<file path="src/wkg_map.svh">
// Register indices, field positions, reset values and masks of the wake gating block.
`ifndef WKG_MAP_SVH
`define WKG_MAP_SVH
`define WKG_IDX_SUMMARY 5'h00
`define WKG_IDX_GLOBAL 5'h01
`define WKG_IDX_STAT_A 5'h02
`define WKG_IDX_STAT_B 5'h03
`define WKG_IDX_STAT_C 5'h04
`define WKG_IDX_EN_A 5'h05
`define WKG_IDX_EN_B 5'h06
`define WKG_IDX_EN_C 5'h07
`define WKG_IDX_IRQ_STAT 5'h10
`define WKG_IDX_IRQ_EN 5'h11
`define WKG_IDX_IRQ_CLR 5'h12
`define WKG_SUM_BIT 0
`define WKG_GEN_BIT 0
`define WKG_IRQ_SRC_BIT 0
`define WKG_IRQ_PWR_BIT 1
`define WKG_ZERO8 8'h00
`define WKG_ZERO2 2'h0
`define WKG_ZERO24 24'h000000
`define WKG_ZERO32 32'h00000000
`define WKG_MASK_B 8'h7F
`define WKG_MASK_FULL 8'hFF
`define WKG_OUT_IDLE 1'b1
`define WKG_IDX_MSB 6
`define WKG_IDX_LSB 2
`endif

</file>
<file path="src/wkg_pkg.sv">
// Types shared by the wake gating block.
package wkg_pkg;
	typedef logic [7:0] wkg_byte_t;
	typedef logic [4:0] wkg_idx_t;
	typedef logic [6:0] wkg_addr_t;
	typedef logic [1:0] wkg_irq_t;
	typedef enum logic [0:0] {
		WKG_BUS_IDLE = 1'b0,
		WKG_BUS_ACK = 1'b1
	} wkg_bus_st_t;
endpackage

</file>
<file path="src/wkg_grp_if.sv">
// Link between one wake source group capture and the register file.
`timescale 1ns/10ps
interface wkg_grp_if #(parameter int W = 8);
	logic [W-1:0] status;
	logic [W-1:0] clearBits;
	logic [W-1:0] rise;
	modport capture (output status, output rise, input clearBits);
	modport regs (input status, input rise, output clearBits);
endinterface

</file>
<file path="src/wkg_top.sv">
// Wake enable gating: enable registers, wake status, summary flag and event output.
`timescale 1ns/10ps
`include "wkg_map.svh"
module wkg_top
	import wkg_pkg::*;
(
	// Clock and resets
	input wire logic clk,
	input wire logic rst,
	input wire logic standbyPowerOnReset,
	// Avalon-MM slave
	input wire wkg_addr_t avsAddress,
	input wire logic avsRead,
	input wire logic avsWrite,
	input wire logic [31:0] avsWritedata,
	input wire logic [3:0] avsByteenable,
	output logic [31:0] avsReaddata,
	output logic avsWaitrequest,
	// Wake source pins
	input wire logic [7:0] gpioPins1x,
	input wire logic [4:0] gpioPins2x,
	input wire logic [7:0] gpioPins3x,
	input wire logic ringIndicatePortOne,
	input wire logic ringIndicatePortTwo,
	// Event and interrupt outputs
	output logic powerEventOutN,
	output logic irqOut
);
	wkg_bus_st_t busState_reg;
	wkg_bus_st_t busState_next;
	wkg_idx_t regIdx;
	wkg_byte_t wrByte;
	logic wrAccept;
	logic rdFirst;
	logic [31:0] readNext;
	logic [31:0] readdata_reg;
	wkg_byte_t wakeEnableGroupA_reg;
	wkg_byte_t wakeEnableGroupB_reg;
	wkg_byte_t wakeEnableGroupC_reg;
	logic globalWakeEnable_reg;
	logic wakeSummaryFlag_reg;
	logic [23:0] matchVec;
	logic [23:0] matchPrev_reg;
	logic newMatch;
	logic pending;
	logic summaryClear;
	logic powerEventOutN_reg;
	wkg_irq_t irqStatus_reg;
	wkg_irq_t irqEnable_reg;
	wkg_irq_t irqEvents;
	wkg_irq_t irqClear;
	logic irqOut_reg;
	wkg_byte_t pinsB;

	wkg_grp_if #(.W(8)) grpA ();
	wkg_grp_if #(.W(8)) grpB ();
	wkg_grp_if #(.W(8)) grpC ();

	// True when an accepted write with lane 0 targets the given index.
	function automatic logic wrHit(input logic acc, input wkg_idx_t idx, input wkg_idx_t want);
		return acc && (idx == want);
	endfunction

	// Byte of write data that lands on a register when it is selected.
	function automatic wkg_byte_t wrMasked(input logic hit, input wkg_byte_t data);
		return hit ? data : `WKG_ZERO8;
	endfunction

	// Group B carries the ring indicates in its low bits, pins 20-24 above.
	assign pinsB = {1'b0, gpioPins2x, ringIndicatePortTwo, ringIndicatePortOne};

	// Capture for pins 10 to 17.
	wkg_event_capture #(.W(8), .LIVE_MASK(`WKG_MASK_FULL)) captureA (
		.clk(clk),
		.rst(rst),
		.standbyPowerOnReset(standbyPowerOnReset),
		.pinsIn(gpioPins1x),
		.grp(grpA)
	);

	// Capture for ring indicates and pins 20 to 24; bit 7 never sets.
	wkg_event_capture #(.W(8), .LIVE_MASK(`WKG_MASK_B)) captureB (
		.clk(clk),
		.rst(rst),
		.standbyPowerOnReset(standbyPowerOnReset),
		.pinsIn(pinsB),
		.grp(grpB)
	);

	// Capture for pins 30 to 37.
	wkg_event_capture #(.W(8), .LIVE_MASK(`WKG_MASK_FULL)) captureC (
		.clk(clk),
		.rst(rst),
		.standbyPowerOnReset(standbyPowerOnReset),
		.pinsIn(gpioPins3x),
		.grp(grpC)
	);

	// Word index and write byte of the current request.
	assign regIdx = avsAddress[`WKG_IDX_MSB:`WKG_IDX_LSB];
	assign wrByte = avsWritedata[7:0];

	// Every request waits one cycle, then is answered.
	always_comb begin
		busState_next = busState_reg;
		case (busState_reg)
			WKG_BUS_IDLE: begin
				if (avsRead || avsWrite) begin
					busState_next = WKG_BUS_ACK;
				end
			end
			WKG_BUS_ACK: begin
				busState_next = WKG_BUS_IDLE;
			end
			default: begin
				busState_next = WKG_BUS_IDLE;
			end
		endcase
	end

	// Bus phase register.
	always_ff @(posedge clk) begin
		if (rst) begin
			busState_reg <= WKG_BUS_IDLE;
		end else begin
			busState_reg <= busState_next;
		end
	end

	// Waitrequest drops in the second cycle of a request.
	assign avsWaitrequest = (avsRead || avsWrite) && (busState_reg != WKG_BUS_ACK);
	assign wrAccept = avsWrite && (busState_reg == WKG_BUS_ACK) && avsByteenable[0];
	assign rdFirst = avsRead && (busState_reg == WKG_BUS_IDLE);

	// Read multiplexer; unmapped and write-only words read as zero.
	always_comb begin
		readNext = `WKG_ZERO32;
		case (regIdx)
			`WKG_IDX_SUMMARY: readNext[`WKG_SUM_BIT] = wakeSummaryFlag_reg;
			`WKG_IDX_GLOBAL: readNext[`WKG_GEN_BIT] = globalWakeEnable_reg;
			`WKG_IDX_STAT_A: readNext[7:0] = grpA.status;
			`WKG_IDX_STAT_B: readNext[7:0] = grpB.status;
			`WKG_IDX_STAT_C: readNext[7:0] = grpC.status;
			`WKG_IDX_EN_A: readNext[7:0] = wakeEnableGroupA_reg;
			`WKG_IDX_EN_B: readNext[7:0] = wakeEnableGroupB_reg;
			`WKG_IDX_EN_C: readNext[7:0] = wakeEnableGroupC_reg;
			`WKG_IDX_IRQ_STAT: readNext[1:0] = irqStatus_reg;
			`WKG_IDX_IRQ_EN: readNext[1:0] = irqEnable_reg;
			default: readNext = `WKG_ZERO32;
		endcase
	end

	// Read data are sampled in the first cycle and stand through the answer.
	always_ff @(posedge clk) begin
		if (rst) begin
			readdata_reg <= `WKG_ZERO32;
		end else if (rdFirst) begin
			readdata_reg <= readNext;
		end
	end

	assign avsReaddata = readdata_reg;

	// Enable registers answer only to the standby supply reset.
	always_ff @(posedge clk) begin
		if (standbyPowerOnReset) begin
			wakeEnableGroupA_reg <= `WKG_ZERO8;
			wakeEnableGroupB_reg <= `WKG_ZERO8;
			wakeEnableGroupC_reg <= `WKG_ZERO8;
		end else begin
			if (wrHit(wrAccept, regIdx, `WKG_IDX_EN_A)) begin
				wakeEnableGroupA_reg <= wrByte;
			end
			if (wrHit(wrAccept, regIdx, `WKG_IDX_EN_B)) begin
				wakeEnableGroupB_reg <= wrByte & `WKG_MASK_B;
			end
			if (wrHit(wrAccept, regIdx, `WKG_IDX_EN_C)) begin
				wakeEnableGroupC_reg <= wrByte;
			end
		end
	end

	// Global enable, default off, kept across main resets.
	always_ff @(posedge clk) begin
		if (standbyPowerOnReset) begin
			globalWakeEnable_reg <= 1'b0;
		end else if (wrHit(wrAccept, regIdx, `WKG_IDX_GLOBAL)) begin
			globalWakeEnable_reg <= wrByte[`WKG_GEN_BIT];
		end
	end

	// Writing ones to a wake status word clears those bits.
	assign grpA.clearBits = wrMasked(wrHit(wrAccept, regIdx, `WKG_IDX_STAT_A), wrByte);
	assign grpB.clearBits = wrMasked(wrHit(wrAccept, regIdx, `WKG_IDX_STAT_B), wrByte);
	assign grpC.clearBits = wrMasked(wrHit(wrAccept, regIdx, `WKG_IDX_STAT_C), wrByte);

	// Sources whose status and enable are both set.
	assign matchVec = {grpC.status & wakeEnableGroupC_reg,
		grpB.status & wakeEnableGroupB_reg,
		grpA.status & wakeEnableGroupA_reg};
	assign pending = |matchVec;
	assign newMatch = |(matchVec & ~matchPrev_reg);
	assign summaryClear = wrHit(wrAccept, regIdx, `WKG_IDX_SUMMARY) && wrByte[`WKG_SUM_BIT];

	// Previous match vector, used to find newly matched sources.
	always_ff @(posedge clk) begin
		if (standbyPowerOnReset) begin
			matchPrev_reg <= `WKG_ZERO24;
		end else begin
			matchPrev_reg <= matchVec;
		end
	end

	// Summary flag sets on a new match whatever the global enable; a new match beats a clear.
	always_ff @(posedge clk) begin
		if (standbyPowerOnReset) begin
			wakeSummaryFlag_reg <= 1'b0;
		end else begin
			wakeSummaryFlag_reg <= (wakeSummaryFlag_reg && !summaryClear) || newMatch;
		end
	end

	// Event output is low while enabled, flagged and matched.
	always_ff @(posedge clk) begin
		if (standbyPowerOnReset) begin
			powerEventOutN_reg <= `WKG_OUT_IDLE;
		end else begin
			powerEventOutN_reg <= !(globalWakeEnable_reg && wakeSummaryFlag_reg && pending);
		end
	end

	assign powerEventOutN = powerEventOutN_reg;

	// Interrupt events: any source event, and a newly matched source.
	assign irqEvents[`WKG_IRQ_SRC_BIT] = (grpA.rise != `WKG_ZERO8) || (grpB.rise != `WKG_ZERO8)
		|| (grpC.rise != `WKG_ZERO8);
	assign irqEvents[`WKG_IRQ_PWR_BIT] = newMatch;
	assign irqClear = wrHit(wrAccept, regIdx, `WKG_IDX_IRQ_CLR) ? wrByte[1:0] : `WKG_ZERO2;

	// Sticky interrupt status and its enable; an event beats a clear.
	always_ff @(posedge clk) begin
		if (rst || standbyPowerOnReset) begin
			irqStatus_reg <= `WKG_ZERO2;
			irqEnable_reg <= `WKG_ZERO2;
		end else begin
			irqStatus_reg <= (irqStatus_reg & ~irqClear) | irqEvents;
			if (wrHit(wrAccept, regIdx, `WKG_IDX_IRQ_EN)) begin
				irqEnable_reg <= wrByte[1:0];
			end
		end
	end

	// Interrupt level follows enabled status one cycle later.
	always_ff @(posedge clk) begin
		if (rst || standbyPowerOnReset) begin
			irqOut_reg <= 1'b0;
		end else begin
			irqOut_reg <= |(irqStatus_reg & irqEnable_reg);
		end
	end

	assign irqOut = irqOut_reg;
endmodule

</file>
<file path="src/wkg_event_capture.sv">
// Synchroniser, edge detector and sticky wake status for one group of sources.
`timescale 1ns/10ps
`include "wkg_map.svh"
module wkg_event_capture
	import wkg_pkg::*;
#(
	parameter int W = 8,
	parameter logic [W-1:0] LIVE_MASK = '1
) (
	// Clock and resets
	input wire logic clk,
	input wire logic rst,
	input wire logic standbyPowerOnReset,
	// Wake pins of this group
	input wire logic [W-1:0] pinsIn,
	// Register side
	wkg_grp_if.capture grp
);
	logic [W-1:0] sync1_reg;
	logic [W-1:0] sync2_reg;
	logic [W-1:0] sync3_reg;
	logic [W-1:0] level_reg;
	logic [W-1:0] level_next;

	// Three flip-flops bring the pins into the clock domain.
	always_ff @(posedge clk) begin
		if (rst) begin
			sync1_reg <= '0;
			sync2_reg <= '0;
			sync3_reg <= '0;
		end else begin
			sync1_reg <= pinsIn;
			sync2_reg <= sync1_reg;
			sync3_reg <= sync2_reg;
		end
	end

	// A level changes only once the second and third stage agree.
	assign level_next = (sync2_reg & sync3_reg) | (level_reg & (sync2_reg | sync3_reg));

	// Filtered level; a pin already high at reset release counts as one event.
	always_ff @(posedge clk) begin
		if (rst) begin
			level_reg <= '0;
		end else begin
			level_reg <= level_next;
		end
	end

	// A wake event is a rising filtered level on a live bit.
	assign grp.rise = level_next & ~level_reg & LIVE_MASK;

	// Sticky status ignores the enables; a new event beats a clear in the same cycle.
	always_ff @(posedge clk) begin
		if (standbyPowerOnReset) begin
			grp.status <= '0;
		end else begin
			grp.status <= ((grp.status & ~grp.clearBits) | grp.rise) & LIVE_MASK;
		end
	end
endmodule

</file>
<file path="config.mk">
export PLATFORM = sky130hd
export DESIGN_NAME = wkg_top
export DESIGN_NICKNAME = d
export VERILOG_FILES = /design/src/wkg_pkg.sv /design/src/wkg_grp_if.sv /design/src/wkg_top.sv /design/src/wkg_event_capture.sv
export VERILOG_INCLUDE_DIRS = /design/src /design/src/src
export SDC_FILE = /design/constraint.sdc
export NUM_CORES = 1
export LEC_CHECK = 0
export BUFFER_PORTS_ARGS = -buffer_cell sky130_fd_sc_hd__buf_2
export CORE_MARGIN = 2
export CORE_UTILIZATION = 38
export DETAILED_ROUTE_END_ITERATION = 7
export SLEW_MARGIN = 20
export SYNTH_ARGS = -nofsm -noshare
export SYNTH_HDL_FRONTEND = slang
export SYNTH_SLANG_ARGS = --single-unit
export TNS_END_PERCENT = 10
</file>
<file path="constraint.sdc">
create_clock -name clk -period 1.5 [get_ports clk]
set_clock_uncertainty 0.05 [all_clocks]
set_input_delay 0.15 -clock clk [delete_from_list [all_inputs] [get_ports clk]]
set_output_delay 0.15 -clock clk [all_outputs]
set_load 0.005 [all_outputs]
</file>
==> impl_summary.txt <==
----------------------------------------------------
[Pwr]
  Total Power Consumption ... 10.0 mW
  Part of the total power dissipated in combinational logic ... 0.051
  Sw Share ... 0.222
  Clk network pwr share ... 0.465
  Peak VDD IR ... 817 uV
  Switching power ... ~2.2 mW
  Standby leakage power ... between 3 and 4 nW
  Internal power summed over all cells ... between 7 and 8 mW
  Sequential share of power ... 0.485
  Power density cells ... around 1200 nW/um^2

[Route]
  Via count ... approximately 5000
  TritonRoute pass-1 iters ... 7
  Total length of routed wires ... ~16000 um
  Final antenna-violating net count ... 0
  Drt initial violations ... about 320
  DR DRC count ... 1
  Vias per std cell ... slightly below 5
  Routed wire length per instance ... roughly 15 um

[Place]
  Final weighted congestion in routability-driven placement ... about 0.86
  Half-perimeter wire length after detailed placement ... 11300 um
  Placed Area ... between 7000 and 8000 sq um
  Buffers added on ports ... between 50 and 60
  Minimum setup slack after placement ... -0.167 ns
  Cell count after placement ... slightly below 1000

[Clocking]
  H-tree levels ... 4
  Clock insertion delay at the later pin of the skew report ... about 0.43 ns
  Number of clock buffers inserted by TritonCTS ... 17
  Clk slew on worst S/H paths ... roughly 0.070 ns
  Clock tree from TritonCTS ... built
  Number of buffers between clock root and the deepest sink ... 2
  Clk sink count ... approximately 180
  Root buffer cell ... sky130_fd_sc_hd__clkbuf_16

[Floorplanning]
  Boundary Pins ... between 100 and 150
  Core region area ... between 15000 and 20000 sq um
  Chip width ... between 100 and 150 um
  Effective utilization at floorplan ... 0.384
  Floorplan die area ... ~18000 sq um
  Die boundary height ... about 140 um
  Number of cell rows ... 48

[Setup path]
  Slowest cell on the critical path ... sky130_fd_sc_hd__mux4_2
  Required time worst endpoint ... approximately 1.8 ns
  Kind of end point of the critical path ... flop
  Worst Path Arrival ... ~1.8 ns
  Worst Setup Path Type ... flop to flop
  Crit start category ... flop
  Maximum fanout along the worst path ... 3
  Longest individual stage delay on the worst path ... just over 0.5 ns
  Cell chain of the critical path ... mux4_2 -> a22oi_2 -> nor4_1 -> a31o_2
  Cell class contributing the biggest share of worst-path delay ... multiplexers
  Buf+Inv Stages, Crit Path ... 0

[Timing]
  Count of pins over their slew limit ... 0
  Setup Viol. Count Final ... 1
  Tmin final ... roughly 1.5 ns
  TNS Setup ... -0.0139 ns
  Hold violation total from the final report ... 0
  Post-route worst hold slack ... 0.0118 ns
  Setup repair after global routing missed its margin ... true
  Post-route fraction of the period consumed by the critical path ... 1.01
  Maximum operating frequency ... around 660 MHz
  Minimum setup slack in the final design ... -0.0139 ns

[Logic synthesis]
  Area share of the leading cell type in the synthesized netlist ... 0.542
  Dominant cells by area after synthesis ... sky130_fd_sc_hd__dfxtp_1 (54%), sky130_fd_sc_hd__nor2b_1 (7.0%), sky130_fd_sc_hd__mux2i_1 (4.7%)
  Dominant combinational cell family by area after synthesis ... simple AND/OR/NAND/NOR gates
  Share of synthesized cell area in full adder, half adder and majority cells ... 0
  Share of cell area taken by muxes after synthesis ... 0.0694
  Synthesized-area fraction occupied by and/or/nand/nor cells ... 0.213
  Post-synthesis share of cell area spent on xor and xnor gates ... 0.00133
  Predominant post-synthesis flop cell ... sky130_fd_sc_hd__dfxtp_1
  Most frequently used cell type in the post-synthesis netlist ... sky130_fd_sc_hd__dfxtp_1
  Top post-synthesis cells by count ... sky130_fd_sc_hd__dfxtp_1 (178), sky130_fd_sc_hd__nor2b_1 (74), sky130_fd_sc_hd__nor2_1 (57)
  Unique masters post-synth ... 46
  Async S/R FF share, synth ... 0
  Cell Area, Synth ... 6580 sq um
  Count of warnings emitted by yosys ... 0
  Post-synthesis average cell area ... around 9.6 sq um
  Sequential share of the synthesized area ... 0.542
  Flip-flop and latch count after synthesis ... about 180
  Count of flip-flops with a built-in enable after synthesis ... 0
  Fraction of the mapped netlist area in compound gates ... 0.124
  Post-synthesis cell type with the largest combined area ... sky130_fd_sc_hd__dfxtp_1
  Cell count after synthesis ... just under 700

[Finish]
  Antenna diodes ... 0
  Share of the core filled with cells in the final layout ... 0.485
  Fill cells ... about 1600
  Area growth syn-to-layout ... 26.0%
  Flip-flop count of the largest register, all copies and words added ... 23
  Share of cells above drive strength 1 ... 0.183
  Total Nets Final ... between 800 and 900
  Multi-input logic area ... 2820 sq um
  Final Cell Area ... ~8300 sq um
  Storage cell area ... between 3000 and 4000 sq um
  Final cell count without fillers ... 1037

[Global route]
  Wire length of the first global-routing pass ... 24700 um
  Maximum number of pins on one net before global-route repair ... 92
  Total Routing Usage GR ... 0.174
  Total overflow reported by the global router ... 0
  Number of antenna violations at the first check in global routing ... 0
  Vias in the first global route ... 4958

[Worst hold path]
  Type of the worst min-delay path ... input pin to flop

[Run]
  Maxcap violations ... 0

[Run status]
  Violated checks ... DRC, setup timing
  Result of the run ... complete, but fails checks

----------------------------------------------------
[routing by layer]
| layer | track usage | wire (um) |
|---|---|---|
| met2 | 0.292 | 7470 |
| met3 | 0.0374 | 706 |
| met4 | 0.0666 | 340 |
| met1 | 0.219 | 6990 |
| met5 | 0 | 0 |
[layout by cell type (no fill, tap or decap), drive strengths merged, types with 4 or more instances in the layout]
| cell type | n |
|---|---|
| buf | 94 |
| a21oi | 53 |
| clkbuf | 20 |
| nand4 | 10 |
| dlygate4sd3 | 31 |
| nand2 | 52 |
| o22ai | 9 |
| nor2b | 74 |
| o22a | 4 |
| nand3 | 8 |
| nand2b | 5 |
| conb | 24 |
| nor4 | 7 |
| o21ai | 56 |
| nand3b | 28 |
| a22oi | 11 |
| inv | 16 |
| nor2 | 57 |
| mux2i | 31 |
| dfxtp | 178 |
| mux4 | 4 |
| mux2 | 5 |
| nor3 | 5 |
[power by group through the flow]
stage	clock network [mW]	registers [mW]	logic [mW]
final	4.67	4.87	0.508
after detailed placement	0	4.98	0.440
after CTS	4.75	4.87	0.503
after global routing	4.95	4.88	0.561
after global placement	0	4.97	0.433
after floorplan	0	4.96	0.293
[path summary, 6_finish.rpt]
kind	depth (start not counted)	start	slack [ns]	endpoint
hold / removal	2	rst	0.01	captureA.level_reg[4]
hold reg to reg	1	captureC.sync1_reg[4]	0.38	captureC.sync2_reg[4]
setup / recovery	4	captureC.grp.status[6]	-0.01	avsReaddata[6]
setup reg to reg	4	captureC.grp.status[6]	-0.01	avsReaddata[6]
[logic make-up after synthesis]
| family | after synthesis |
|---|---|
| AND/OR/NAND/NOR | 258 |
| flip-flops | 178 |
| AO/OA/AOI/OAI | 144 |
| buffers and inverters | 62 |
| multiplexers | 40 |
| XOR/XNOR | 1 |
| other | 1 |
[area by class of cell]
type	count	area share
clock buffers	20	0.0551
well taps	225	0.0339
inverters	10	0.00453
clock inverters	12	0.0204
repair buffers	125	0.116
multi-input cells	467	0.340
flip-flops and latches	178	0.430
[repair_timing]
item,4_1_cts,5_1_grt
setup endpoints to repair,20,51
gates resized for setup,4,9
pin swaps,3,1
setup buffers,0,1
hold buffers,31,0
hold endpoints to repair,39,0
No activity file was read; power rests on OpenSTA's default activity.
